`src/iep_pkg.sv`:
```
// Constants of the interrupt flag, enable and priority block
// Function
// Pin B flag sets on its event
// Pin B flag holds until software clears
// Pin A flag sets and holds until cleared
// Unimplemented bits read zero, ignore writes
// Flags set regardless of any enable
// Flags readable for polling while disabled
// Software clears flag before enable, after service
// Peripheral flags split over two registers
// Two enable registers; group gate when flat
// Priority bits act only with scheme on
// Scheme enable bit 7, resets to zero
// Priority bit one high, zero low
// Pin enable one allows, zero blocks
// Request when flag, enable and gates allow
// Event beats a same-cycle software clear
package iep_pkg;

  // Bus widths
  localparam int unsigned ADDR_W = 8;
  localparam int unsigned DATA_W = 32;
  localparam int unsigned PA_W   = 8;   // Peripheral group A sources
  localparam int unsigned PB_W   = 4;   // Peripheral group B sources

  // Register byte offsets
  localparam logic [7:0] OFS_MAIN_CTRL  = 8'h00;
  localparam logic [7:0] OFS_PIN_LEVEL  = 8'h04;
  localparam logic [7:0] OFS_FLAGS_A    = 8'h08;
  localparam logic [7:0] OFS_FLAGS_B    = 8'h0C;
  localparam logic [7:0] OFS_ENABLES_A  = 8'h10;
  localparam logic [7:0] OFS_ENABLES_B  = 8'h14;
  localparam logic [7:0] OFS_LEVELS_A   = 8'h18;
  localparam logic [7:0] OFS_LEVELS_B   = 8'h1C;
  localparam logic [7:0] OFS_RESET_CTRL = 8'h20;
  localparam logic [7:0] OFS_IRQ_STATUS = 8'h24;

  // Field positions in main_irq_control
  localparam int unsigned BIT_GLOBAL_GATE = 7;
  localparam int unsigned BIT_GROUP_GATE  = 6;
  localparam int unsigned BIT_PIN_B_EN    = 4;
  localparam int unsigned BIT_PIN_A_EN    = 3;
  localparam int unsigned BIT_PIN_B_FLAG  = 1;
  localparam int unsigned BIT_PIN_A_FLAG  = 0;

  // Field positions in the pin level register
  localparam int unsigned BIT_PIN_B_LEVEL = 7;
  localparam int unsigned BIT_PIN_A_LEVEL = 6;

  // Field position in reset_control_reg
  localparam int unsigned BIT_PRIO_ON = 7;

  // Field positions in the request status register
  localparam int unsigned BIT_REQ_HIGH = 1;
  localparam int unsigned BIT_REQ_LOW  = 0;

  // Reset values
  localparam logic [7:0]      RST_CTRL  = 8'h00;
  localparam logic [PA_W-1:0] RST_GRP_A = 8'h00;
  localparam logic [PB_W-1:0] RST_GRP_B = 4'h0;
  localparam logic            RST_BIT   = 1'b0;

endpackage : iep_pkg

```
`src/iep_sync.sv`:
```
// Two flip-flop synchroniser bank for asynchronous pin inputs
module iep_sync #(
  parameter int unsigned W = 1
) (
  input  wire logic         pclk,
  input  wire logic         presetn,
  input  wire logic [W-1:0] async_in,
  output logic      [W-1:0] sync_out
);

  logic [W-1:0] meta_q;  // First stage, read only by the second

  // Two stages; the first may go metastable, the second settles it
  always_ff @(posedge pclk or negedge presetn) begin
    if (!presetn) begin
      meta_q   <= '0;
      sync_out <= '0;
    end else begin
      meta_q   <= async_in;
      sync_out <= meta_q;
    end
  end

endmodule : iep_sync

```
`src/iep_flag_bank.sv`:
```
// Bank of sticky event flags with software write and set priority
module iep_flag_bank #(
  parameter int unsigned W = 8
) (
  input  wire logic         pclk,
  input  wire logic         presetn,
  input  wire logic [W-1:0] set_evt,
  input  wire logic         wr_en,
  input  wire logic [W-1:0] wr_data,
  output logic      [W-1:0] flags_q
);

  // Software may write either value; a same-cycle event still sets
  always_ff @(posedge pclk or negedge presetn) begin
    if (!presetn) begin
      flags_q <= '0;
    end else if (wr_en) begin
      flags_q <= wr_data | set_evt;
    end else begin
      flags_q <= flags_q | set_evt;
    end
  end

endmodule : iep_flag_bank

```
`src/iep_top.sv`:
```
// Interrupt flag, enable and priority block with APB register access
module iep_top
  import iep_pkg::*;
(
  input  wire logic                       pclk,
  input  wire logic                       presetn,
  // APB slave
  input  wire logic                       psel,
  input  wire logic                       penable,
  input  wire logic                       pwrite,
  input  wire logic [iep_pkg::ADDR_W-1:0] paddr,
  input  wire logic [iep_pkg::DATA_W-1:0] pwdata,
  output logic      [iep_pkg::DATA_W-1:0] prdata,
  output logic                            pready,
  output logic                            pslverr,
  // External interrupt pins, asynchronous
  input  wire logic                       pin_a_irq,
  input  wire logic                       pin_b_irq,
  // Peripheral event pulses, same clock
  input  wire logic [iep_pkg::PA_W-1:0]   periph_event_a,
  input  wire logic [iep_pkg::PB_W-1:0]   periph_event_b,
  // Requests to the core
  output logic                            irq_high,
  output logic                            irq_low
);
  import iep_pkg::*;

  // Synchronised pins and their previous values
  logic [1:0]      pins_sync;      // [1] pin B, [0] pin A
  logic [1:0]      pins_prev_q;    // Edge detector history
  logic            pin_a_rise;     // Pin A interrupt condition
  logic            pin_b_rise;     // Pin B interrupt condition

  // Control and configuration state
  logic            global_irq_gate_q;        // Global gate
  logic            peripheral_group_gate_q;  // Group gate, low gate when prioritised
  logic            pin_a_event_enable_q;     // Pin A enable
  logic            pin_b_event_enable_q;     // Pin B enable
  logic            pin_a_event_level_q;      // Pin A priority
  logic            pin_b_event_level_q;      // Pin B priority
  logic            priority_scheme_on_q;     // Priority scheme on
  logic [PA_W-1:0] periph_enables_a_q;       // Group A enables
  logic [PB_W-1:0] periph_enables_b_q;       // Group B enables
  logic [PA_W-1:0] periph_levels_a_q;        // Group A priorities
  logic [PB_W-1:0] periph_levels_b_q;        // Group B priorities

  // Flags
  logic [1:0]      pin_flags;      // [1] pin_b_event_flag, [0] pin_a_event_flag
  logic            pin_a_event_flag;
  logic            pin_b_event_flag;
  logic [PA_W-1:0] periph_flags_a;
  logic [PB_W-1:0] periph_flags_b;

  // Bus decode
  logic            wr_stb;         // Write takes effect this edge
  logic            wr_main;
  logic            wr_flags_a;
  logic            wr_flags_b;
  logic            addr_hit;       // Address maps to a register
  logic [7:0]      rd_byte;        // Read value before widening

  // Request terms
  logic            pin_a_act;      // Pin A flag and enable
  logic            pin_b_act;
  logic [PA_W-1:0] pa_act;         // Peripheral flag and enable
  logic [PB_W-1:0] pb_act;
  logic            any_pin;
  logic            any_periph;
  logic            hi_src;         // Active source at high level
  logic            lo_src;         // Active source at low level
  logic            irq_high_d;
  logic            irq_low_d;

  // Pins cross into the clock domain before anything reads them
  iep_sync #(
    .W (2)
  ) u_pin_sync (
    .pclk     (pclk),
    .presetn  (presetn),
    .async_in ({pin_b_irq, pin_a_irq}),
    .sync_out (pins_sync)
  );

  // Rising-edge history of the synchronised pins
  always_ff @(posedge pclk or negedge presetn) begin
    if (!presetn) begin
      pins_prev_q <= 2'h0;
    end else begin
      pins_prev_q <= pins_sync;
    end
  end

  // A rising edge is the interrupt condition of each pin
  assign pin_a_rise = pins_sync[0] & ~pins_prev_q[0];
  assign pin_b_rise = pins_sync[1] & ~pins_prev_q[1];

  // APB: zero wait states, every access completes in its access phase
  assign pready  = 1'b1;
  assign wr_stb  = psel & penable & pwrite;

  // Address decode over the mapped word offsets
  always_comb begin
    case (paddr)
      OFS_MAIN_CTRL, OFS_PIN_LEVEL, OFS_FLAGS_A, OFS_FLAGS_B,
      OFS_ENABLES_A, OFS_ENABLES_B, OFS_LEVELS_A, OFS_LEVELS_B,
      OFS_RESET_CTRL, OFS_IRQ_STATUS: begin
        addr_hit = 1'b1;
      end
      default: begin
        addr_hit = 1'b0;
      end
    endcase
  end

  // Unmapped addresses answer with an error in the access phase
  assign pslverr = psel & penable & ~addr_hit;

  assign wr_main    = wr_stb & (paddr == OFS_MAIN_CTRL);
  assign wr_flags_a = wr_stb & (paddr == OFS_FLAGS_A);
  assign wr_flags_b = wr_stb & (paddr == OFS_FLAGS_B);

  // Pin flags share the main control word with the gates
  iep_flag_bank #(
    .W (2)
  ) u_pin_flags (
    .pclk    (pclk),
    .presetn (presetn),
    .set_evt ({pin_b_rise, pin_a_rise}),
    .wr_en   (wr_main),
    .wr_data ({pwdata[BIT_PIN_B_FLAG], pwdata[BIT_PIN_A_FLAG]}),
    .flags_q (pin_flags)
  );

  assign pin_a_event_flag = pin_flags[0];
  assign pin_b_event_flag = pin_flags[1];

  // Group A flags, the first of two flag registers
  iep_flag_bank #(
    .W (PA_W)
  ) u_flags_a (
    .pclk    (pclk),
    .presetn (presetn),
    .set_evt (periph_event_a),
    .wr_en   (wr_flags_a),
    .wr_data (pwdata[PA_W-1:0]),
    .flags_q (periph_flags_a)
  );

  // Group B flags; the upper bits of this word do not exist
  iep_flag_bank #(
    .W (PB_W)
  ) u_flags_b (
    .pclk    (pclk),
    .presetn (presetn),
    .set_evt (periph_event_b),
    .wr_en   (wr_flags_b),
    .wr_data (pwdata[PB_W-1:0]),
    .flags_q (periph_flags_b)
  );

  // Gates and pin enables in the main control word
  always_ff @(posedge pclk or negedge presetn) begin
    if (!presetn) begin
      global_irq_gate_q       <= RST_BIT;
      peripheral_group_gate_q <= RST_BIT;
      pin_a_event_enable_q    <= RST_BIT;
      pin_b_event_enable_q    <= RST_BIT;
    end else if (wr_main) begin
      // Only implemented positions are stored
      global_irq_gate_q       <= pwdata[BIT_GLOBAL_GATE];
      peripheral_group_gate_q <= pwdata[BIT_GROUP_GATE];
      pin_a_event_enable_q    <= pwdata[BIT_PIN_A_EN];
      pin_b_event_enable_q    <= pwdata[BIT_PIN_B_EN];
    end
  end

  // Pin priority levels
  always_ff @(posedge pclk or negedge presetn) begin
    if (!presetn) begin
      pin_a_event_level_q <= RST_BIT;
      pin_b_event_level_q <= RST_BIT;
    end else if (wr_stb && paddr == OFS_PIN_LEVEL) begin
      pin_a_event_level_q <= pwdata[BIT_PIN_A_LEVEL];
      pin_b_event_level_q <= pwdata[BIT_PIN_B_LEVEL];
    end
  end

  // Peripheral enables, two registers
  always_ff @(posedge pclk or negedge presetn) begin
    if (!presetn) begin
      periph_enables_a_q <= RST_GRP_A;
      periph_enables_b_q <= RST_GRP_B;
    end else begin
      if (wr_stb && paddr == OFS_ENABLES_A) begin
        periph_enables_a_q <= pwdata[PA_W-1:0];
      end
      if (wr_stb && paddr == OFS_ENABLES_B) begin
        periph_enables_b_q <= pwdata[PB_W-1:0];
      end
    end
  end

  // Peripheral priority levels, two registers
  always_ff @(posedge pclk or negedge presetn) begin
    if (!presetn) begin
      periph_levels_a_q <= RST_GRP_A;
      periph_levels_b_q <= RST_GRP_B;
    end else begin
      if (wr_stb && paddr == OFS_LEVELS_A) begin
        periph_levels_a_q <= pwdata[PA_W-1:0];
      end
      if (wr_stb && paddr == OFS_LEVELS_B) begin
        periph_levels_b_q <= pwdata[PB_W-1:0];
      end
    end
  end

  // Priority scheme switch; the reset status bits live elsewhere
  always_ff @(posedge pclk or negedge presetn) begin
    if (!presetn) begin
      priority_scheme_on_q <= RST_BIT;
    end else if (wr_stb && paddr == OFS_RESET_CTRL) begin
      priority_scheme_on_q <= pwdata[BIT_PRIO_ON];
    end
  end

  // Read mux; absent bits are left at zero
  always_comb begin
    rd_byte = RST_CTRL;
    case (paddr)
      OFS_MAIN_CTRL: begin
        rd_byte[BIT_GLOBAL_GATE] = global_irq_gate_q;
        rd_byte[BIT_GROUP_GATE]  = peripheral_group_gate_q;
        rd_byte[BIT_PIN_B_EN]    = pin_b_event_enable_q;
        rd_byte[BIT_PIN_A_EN]    = pin_a_event_enable_q;
        rd_byte[BIT_PIN_B_FLAG]  = pin_b_event_flag;
        rd_byte[BIT_PIN_A_FLAG]  = pin_a_event_flag;
      end
      OFS_PIN_LEVEL: begin
        rd_byte[BIT_PIN_B_LEVEL] = pin_b_event_level_q;
        rd_byte[BIT_PIN_A_LEVEL] = pin_a_event_level_q;
      end
      OFS_FLAGS_A: begin
        rd_byte[PA_W-1:0] = periph_flags_a;
      end
      OFS_FLAGS_B: begin
        rd_byte[PB_W-1:0] = periph_flags_b;
      end
      OFS_ENABLES_A: begin
        rd_byte[PA_W-1:0] = periph_enables_a_q;
      end
      OFS_ENABLES_B: begin
        rd_byte[PB_W-1:0] = periph_enables_b_q;
      end
      OFS_LEVELS_A: begin
        rd_byte[PA_W-1:0] = periph_levels_a_q;
      end
      OFS_LEVELS_B: begin
        rd_byte[PB_W-1:0] = periph_levels_b_q;
      end
      OFS_RESET_CTRL: begin
        rd_byte[BIT_PRIO_ON] = priority_scheme_on_q;
      end
      OFS_IRQ_STATUS: begin
        rd_byte[BIT_REQ_HIGH] = irq_high;
        rd_byte[BIT_REQ_LOW]  = irq_low;
      end
      default: begin
        rd_byte = RST_CTRL;
      end
    endcase
  end

  // Read data is registered in the setup phase, valid in the access phase
  always_ff @(posedge pclk or negedge presetn) begin
    if (!presetn) begin
      prdata <= '0;
    end else if (psel && !penable && !pwrite) begin
      prdata <= {24'h00_0000, rd_byte};
    end
  end

  // Source activity: flag and its own enable
  assign pin_a_act  = pin_a_event_flag & pin_a_event_enable_q;
  assign pin_b_act  = pin_b_event_flag & pin_b_event_enable_q;
  assign pa_act     = periph_flags_a & periph_enables_a_q;
  assign pb_act     = periph_flags_b & periph_enables_b_q;
  assign any_pin    = pin_a_act | pin_b_act;
  assign any_periph = (|pa_act) | (|pb_act);

  // Sort active sources by level; levels only count with the scheme on
  assign hi_src = (pin_a_act & pin_a_event_level_q) |
                  (pin_b_act & pin_b_event_level_q) |
                  (|(pa_act & periph_levels_a_q)) |
                  (|(pb_act & periph_levels_b_q));
  assign lo_src = (pin_a_act & ~pin_a_event_level_q) |
                  (pin_b_act & ~pin_b_event_level_q) |
                  (|(pa_act & ~periph_levels_a_q)) |
                  (|(pb_act & ~periph_levels_b_q));

  // Request routing: flat mode uses one line, prioritised mode two
  always_comb begin
    if (priority_scheme_on_q) begin
      // Global gate opens high level; group gate also needed for low
      irq_high_d = global_irq_gate_q & hi_src;
      irq_low_d  = global_irq_gate_q & peripheral_group_gate_q & lo_src;
    end else begin
      // Peripherals also need the group gate in flat mode
      irq_high_d = global_irq_gate_q &
                   (any_pin | (peripheral_group_gate_q & any_periph));
      irq_low_d  = 1'b0;
    end
  end

  // Requests leave from flip-flops, one cycle behind the flags
  always_ff @(posedge pclk or negedge presetn) begin
    if (!presetn) begin
      irq_high <= 1'b0;
      irq_low  <= 1'b0;
    end else begin
      irq_high <= irq_high_d;
      irq_low  <= irq_low_d;
    end
  end

endmodule : iep_top

```
`config.mk`:
```
export PLATFORM = sky130hd
export DESIGN_NAME = iep_top
export DESIGN_NICKNAME = d
export VERILOG_FILES = /design/src/iep_pkg.sv /design/src/iep_sync.sv /design/src/iep_flag_bank.sv /design/src/iep_top.sv
export SDC_FILE = /design/constraint.sdc
export NUM_CORES = 1
export LEC_CHECK = 0
export BUFFER_PORTS_ARGS = -buffer_cell sky130_fd_sc_hd__buf_2
export CORE_MARGIN = 8
export CORE_UTILIZATION = 50
export DETAILED_ROUTE_END_ITERATION = 16
export HOLD_SLACK_MARGIN = 0.15
export MAX_ROUTING_LAYER = met4
export PLACE_DENSITY_LB_ADDON = 0.12
export SLEW_MARGIN = 10
export SYNTH_ARGS = -nofsm -noshare
export SYNTH_HDL_FRONTEND = slang
export SYNTH_SLANG_ARGS = --single-unit
```
`constraint.sdc`:
```
create_clock -name pclk -period 3.94 [get_ports pclk]
set_input_delay 0.394 -clock pclk [delete_from_list [all_inputs] [get_ports pclk]]
set_output_delay 0.394 -clock pclk [all_outputs]
set_load 0.01 [all_outputs]
```
==> PnR_summary.wiki <==
{| class="wikitable"
! Metric !! Value
|-
| Switching part of the total || 25.11%
|-
| Yosys top cell by area || dfrtp_1
|-
| Clk_lat worst skew || 0.34 ns
|-
| Slew @ Worst Pin || 0.9030 ns
|-
| Fill cells || 607
|-
| Net count of the finished layout || 430
|-
| Number of clock sinks || 61
|-
| Via density per instance || 6.037
|-
| Ratio of cells with drive above 1 in the final layout || 25.53%
|-
| Drt wl/cell || 19.70 microns
|-
| Design internal power || 984.2 uW
|-
| Antenna violations before repair || 0
|-
| Maximum fanout along the worst path || 29
|-
| Crit path launch type || input port
|-
| First-pass iteration count of the detailed router || 5
|-
| HPWL Detailed || 6595 microns
|-
| Wire length of the first global-routing pass || 14,620 microns
|-
| Reg2Reg Launch Point || pin_a_event_enable_q
|-
| Horizontal die dimension || 98.75 microns
|-
| Gates resized, CTS repair || 0
|-
| Count of unresolved DRC violations after routing || 0
|-
| CP Class || in -> reg
|-
| Number of synthesized flops with an enable pin || 0
|-
| Setup TNS || 0 ns
|-
| Reg power frac || 49.1%
|-
| Boundary pin count || 95
|-
| Full die area || 9751 sq um
|-
| Maximum clock rate || 440.5 MHz
|-
| CP max stage cell || nor4_4
|-
| Via count of the first global-routing pass || 2,749
|-
| Starting Density || 50.95%
|-
| Via Count || 2,753
|-
| Startpoint of the tightest hold check path || periph_event_a[2]
|-
| Worst R2R Setup Slack || 2.49 ns
|-
| Number of endpoints failing setup at the final stage || 0
|-
| Post-synthesis async set-or-reset flop share || 100.0%
|-
| Gate power share || 9.0%
|-
| CP Capture Type || flip-flop
|-
| Share of the synthesized area in the top cell type || 44.59%
|-
| Gate count after technology mapping || 325
|-
| Clock Skews || 0.008810 ns
|-
| Critical path's largest stage delay || 0.70 ns
|-
| Average cell area after synthesis || 10.53 sq um
|-
| Number of endpoints with negative hold slack in the final report || 0
|-
| Clock transition at path regs || 0.07 ns
|-
| Critical path data arrival time || 2.49 ns
|-
| Max Buffers Root-to-Sink || 2
|-
| Remaining number of nets flagged by the antenna check after routing || 0
|-
| Path class of the lowest-slack min-delay path || in -> reg
|-
| Synth area leaders || dfrtp_1, mux2_2, buf_4
|-
| Post-synthesis cell type count || 51
|-
| Crit path required time || 4.16 ns
|-
| Critical R2R Capture || prdata[3]
|-
| Endpoint of the worst hold-timing path || u_flags_a.flags_q[2]
|-
| Clock share of power || 41.9%
|-
| CTS tree || done
|-
| Fin crit share || 57.62%
|-
| Worst reg2reg path depth || 4
|-
| Total Routing Usage GR || 19.66%
|-
| Total number of yosys warnings || 0
|-
| Total net switching power || 330.0 uW
|-
| Series of cell instances along the critical path || buf_2, or4b_1, nor4_4, nor2b_1, a211o_1
|-
| Core region area || 6719 sq um
|-
| Ys flop type || dfrtp_1
|-
| Minimum clock period || 2.270 ns
|-
| Setup repair after global routing missed its margin || no
|-
| Number of buffers added on ports || 45
|-
| Antenna diodes || 0
|-
| Area added between synthesis and finish || 11.48%
|-
| End-of-flow core utilization || 56.80%
|-
| Number of cells on the worst hold path || 2
|-
| Status || finished, final reports clean
|-
| Max-capacitance violation count || 0
|-
| Share of synthesized area occupied by flip-flops and latches || 44.59%
|-
| Total length of routed wires || 8982 microns
|-
| DRT iter0 DRCs || 240
|-
| TritonCTS Buffers || 9
|-
| Flops & latches, synth || 61
|-
| P_leak || 1.670 nW
|-
| Die height || 98.75 microns
|-
| Worst slew margin relative to its limit || 39.34%
|-
| Area of the mapped netlist || 3423 sq um
|-
| Global-route congestion overflow total || 0
|-
| Worst vdd ir || 0.2404 mV
|-
| Final number of max-transition violations || 0
|-
| Row count || 30
|-
| Power per Cell Area || 344.4 nW/um^2
|-
| Library cell used as clock root buffer || clkbuf_8
|-
| Routability-driven placement congestion ratio || 0.9550
|-
| Total number of H-tree levels || 3
|-
| Pin count of the biggest net entering global routing || 37
|-
| Total power || 1.314 mW
|}
[power groups by stage]
stage	sequential, mW	combinational, mW	clock [mW]
after floorplan	0.656	0.0804	0
after global placement	0.656	0.115	0
after detailed placement	0.657	0.116	0
after CTS	0.645	0.118	0.568
after global routing	0.646	0.132	0.593
final	0.645	0.119	0.550
[sequential cells by signal (all words and copies together), names as in the netlist, 2 cells and up]
name                 flops
prdata                   8
u_pin_sync.sync_out      2
u_flags_b.flags_q        4
u_pin_sync.meta_q        2
periph_levels_b_q        4
periph_enables_a_q       8
periph_enables_b_q       4
pins_prev_q              2
periph_levels_a_q        8
u_pin_flags.flags_q      2
u_flags_a.flags_q        8
[layout by cell type (no fill, tap or decap), drive strengths merged, types with 12 or more instances in the layout]
cell type,n
a211o,12
buf,47
clkbuf,12
conb,25
dfrtp,61
mux2,29
nand2,28
nand3,19
nor2b,12
[worst max-delay path by stage]
| stage | startpoint | endpoint | slack (ns) | depth (start not counted) |
|---|---|---|---|---|
| 3_3_place_gp | paddr[3] | u_flags_a.flags_q[7] | 1.34 | 5 |
| 5_1_grt | paddr[3] | u_flags_a.flags_q[0] | 1.51 | 5 |
| 3_5_place_dp | paddr[3] | u_flags_a.flags_q[7] | 1.27 | 5 |
| 4_1_cts | paddr[3] | u_flags_a.flags_q[0] | 1.62 | 5 |
| 2_1_floorplan | paddr[7] | pslverr | 2.03 | 5 |
| 6_report | paddr[3] | u_flags_a.flags_q[3] | 1.67 | 5 |
[metrics by stage]
step / setup slack [ns] / std cells / hold WS (ns) / cell area, sq um
6_report: 1.670 / 456 / 0.2368 / 3816
2_1_floorplan: 2.028 / 348 / 0.09841 / 3510
5_1_grt: 1.506 / 456 / 0.2303 / 3816
4_1_cts: 1.623 / 456 / 0.2221 / 3816
3_5_place_dp: 1.266 / 437 / 0.3490 / 3593
3_3_place_gp: 1.340 / 437 / 0.3339 / 3593
[cell usage after synthesis, types with 3 or more instances]
library cell / instances
mux2_2: 26
nand3_1: 18
or4b_1: 4
nor2_1: 9
o22ai_1: 5
inv_1: 8
nor2b_1: 12
o21ai_0: 10
o31ai_1: 4
o32ai_1: 4
a211o_1: 12
buf_4: 25
buf_1: 3
nand4_1: 7
nand2_1: 28
dfrtp_1: 61
mux2_1: 3
o211ai_1: 3
nand3b_1: 9
buf_2: 4
nand2b_1: 3
clkbuf_1: 4
nor3_1: 9
mux2i_1: 11
[timing repair]
action                                 4_1_cts  5_1_grt
hold buffers                                 3        0
buffers inserted                             0        0
endpoints found under the hold margin       27        0
[layout make-up]
type                       instances  area, sq um  share of cell area, %
timing repair buffer              50        270.3                  7.082
multi-input combinational        241         1697                  44.46
sequential                        61         1526                  40.00
clock buffer                      12        145.1                  3.803
clock inverter                     4        47.55                  1.246
tap                               80        100.1                  2.623
inverter                           8        30.03                 0.7869
[cells by family after synthesis]
kind of cell | count (synthesis) | synth area share, %
AND/OR/NAND/NOR | 117 | 20.47
flip-flops | 61 | 44.59
AO/OA/AOI/OAI | 57 | 12.28
buffers and inverters | 46 | 8.370
multiplexers | 42 | 14.07
other | 2 | 0.2194
[routing by layer]
| metal | vias up | wire [microns] | share of wire (%) | track usage, % |
|---|---|---|---|---|
| met5 | - | 0 | 0 | - |
| met2 | 139 | 3927 | 44 | 28.59 |
| li1 | 1259 | - | - | - |
| met1 | 1338 | 4081 | 45 | 25.24 |
| met4 | 0 | 245 | 2.7 | 9.681 |
| met3 | 17 | 728 | 8.1 | 4.369 |
[critical path, delay by kind of cell]
family | cells | cell delay (ns)
AOI/OAI and AO/OA | 1 | 0.29
buffers and inverters | 1 | 0.45
and+or+nand+nor | 3 | 1.35
(Power assumes the default switching activity.)
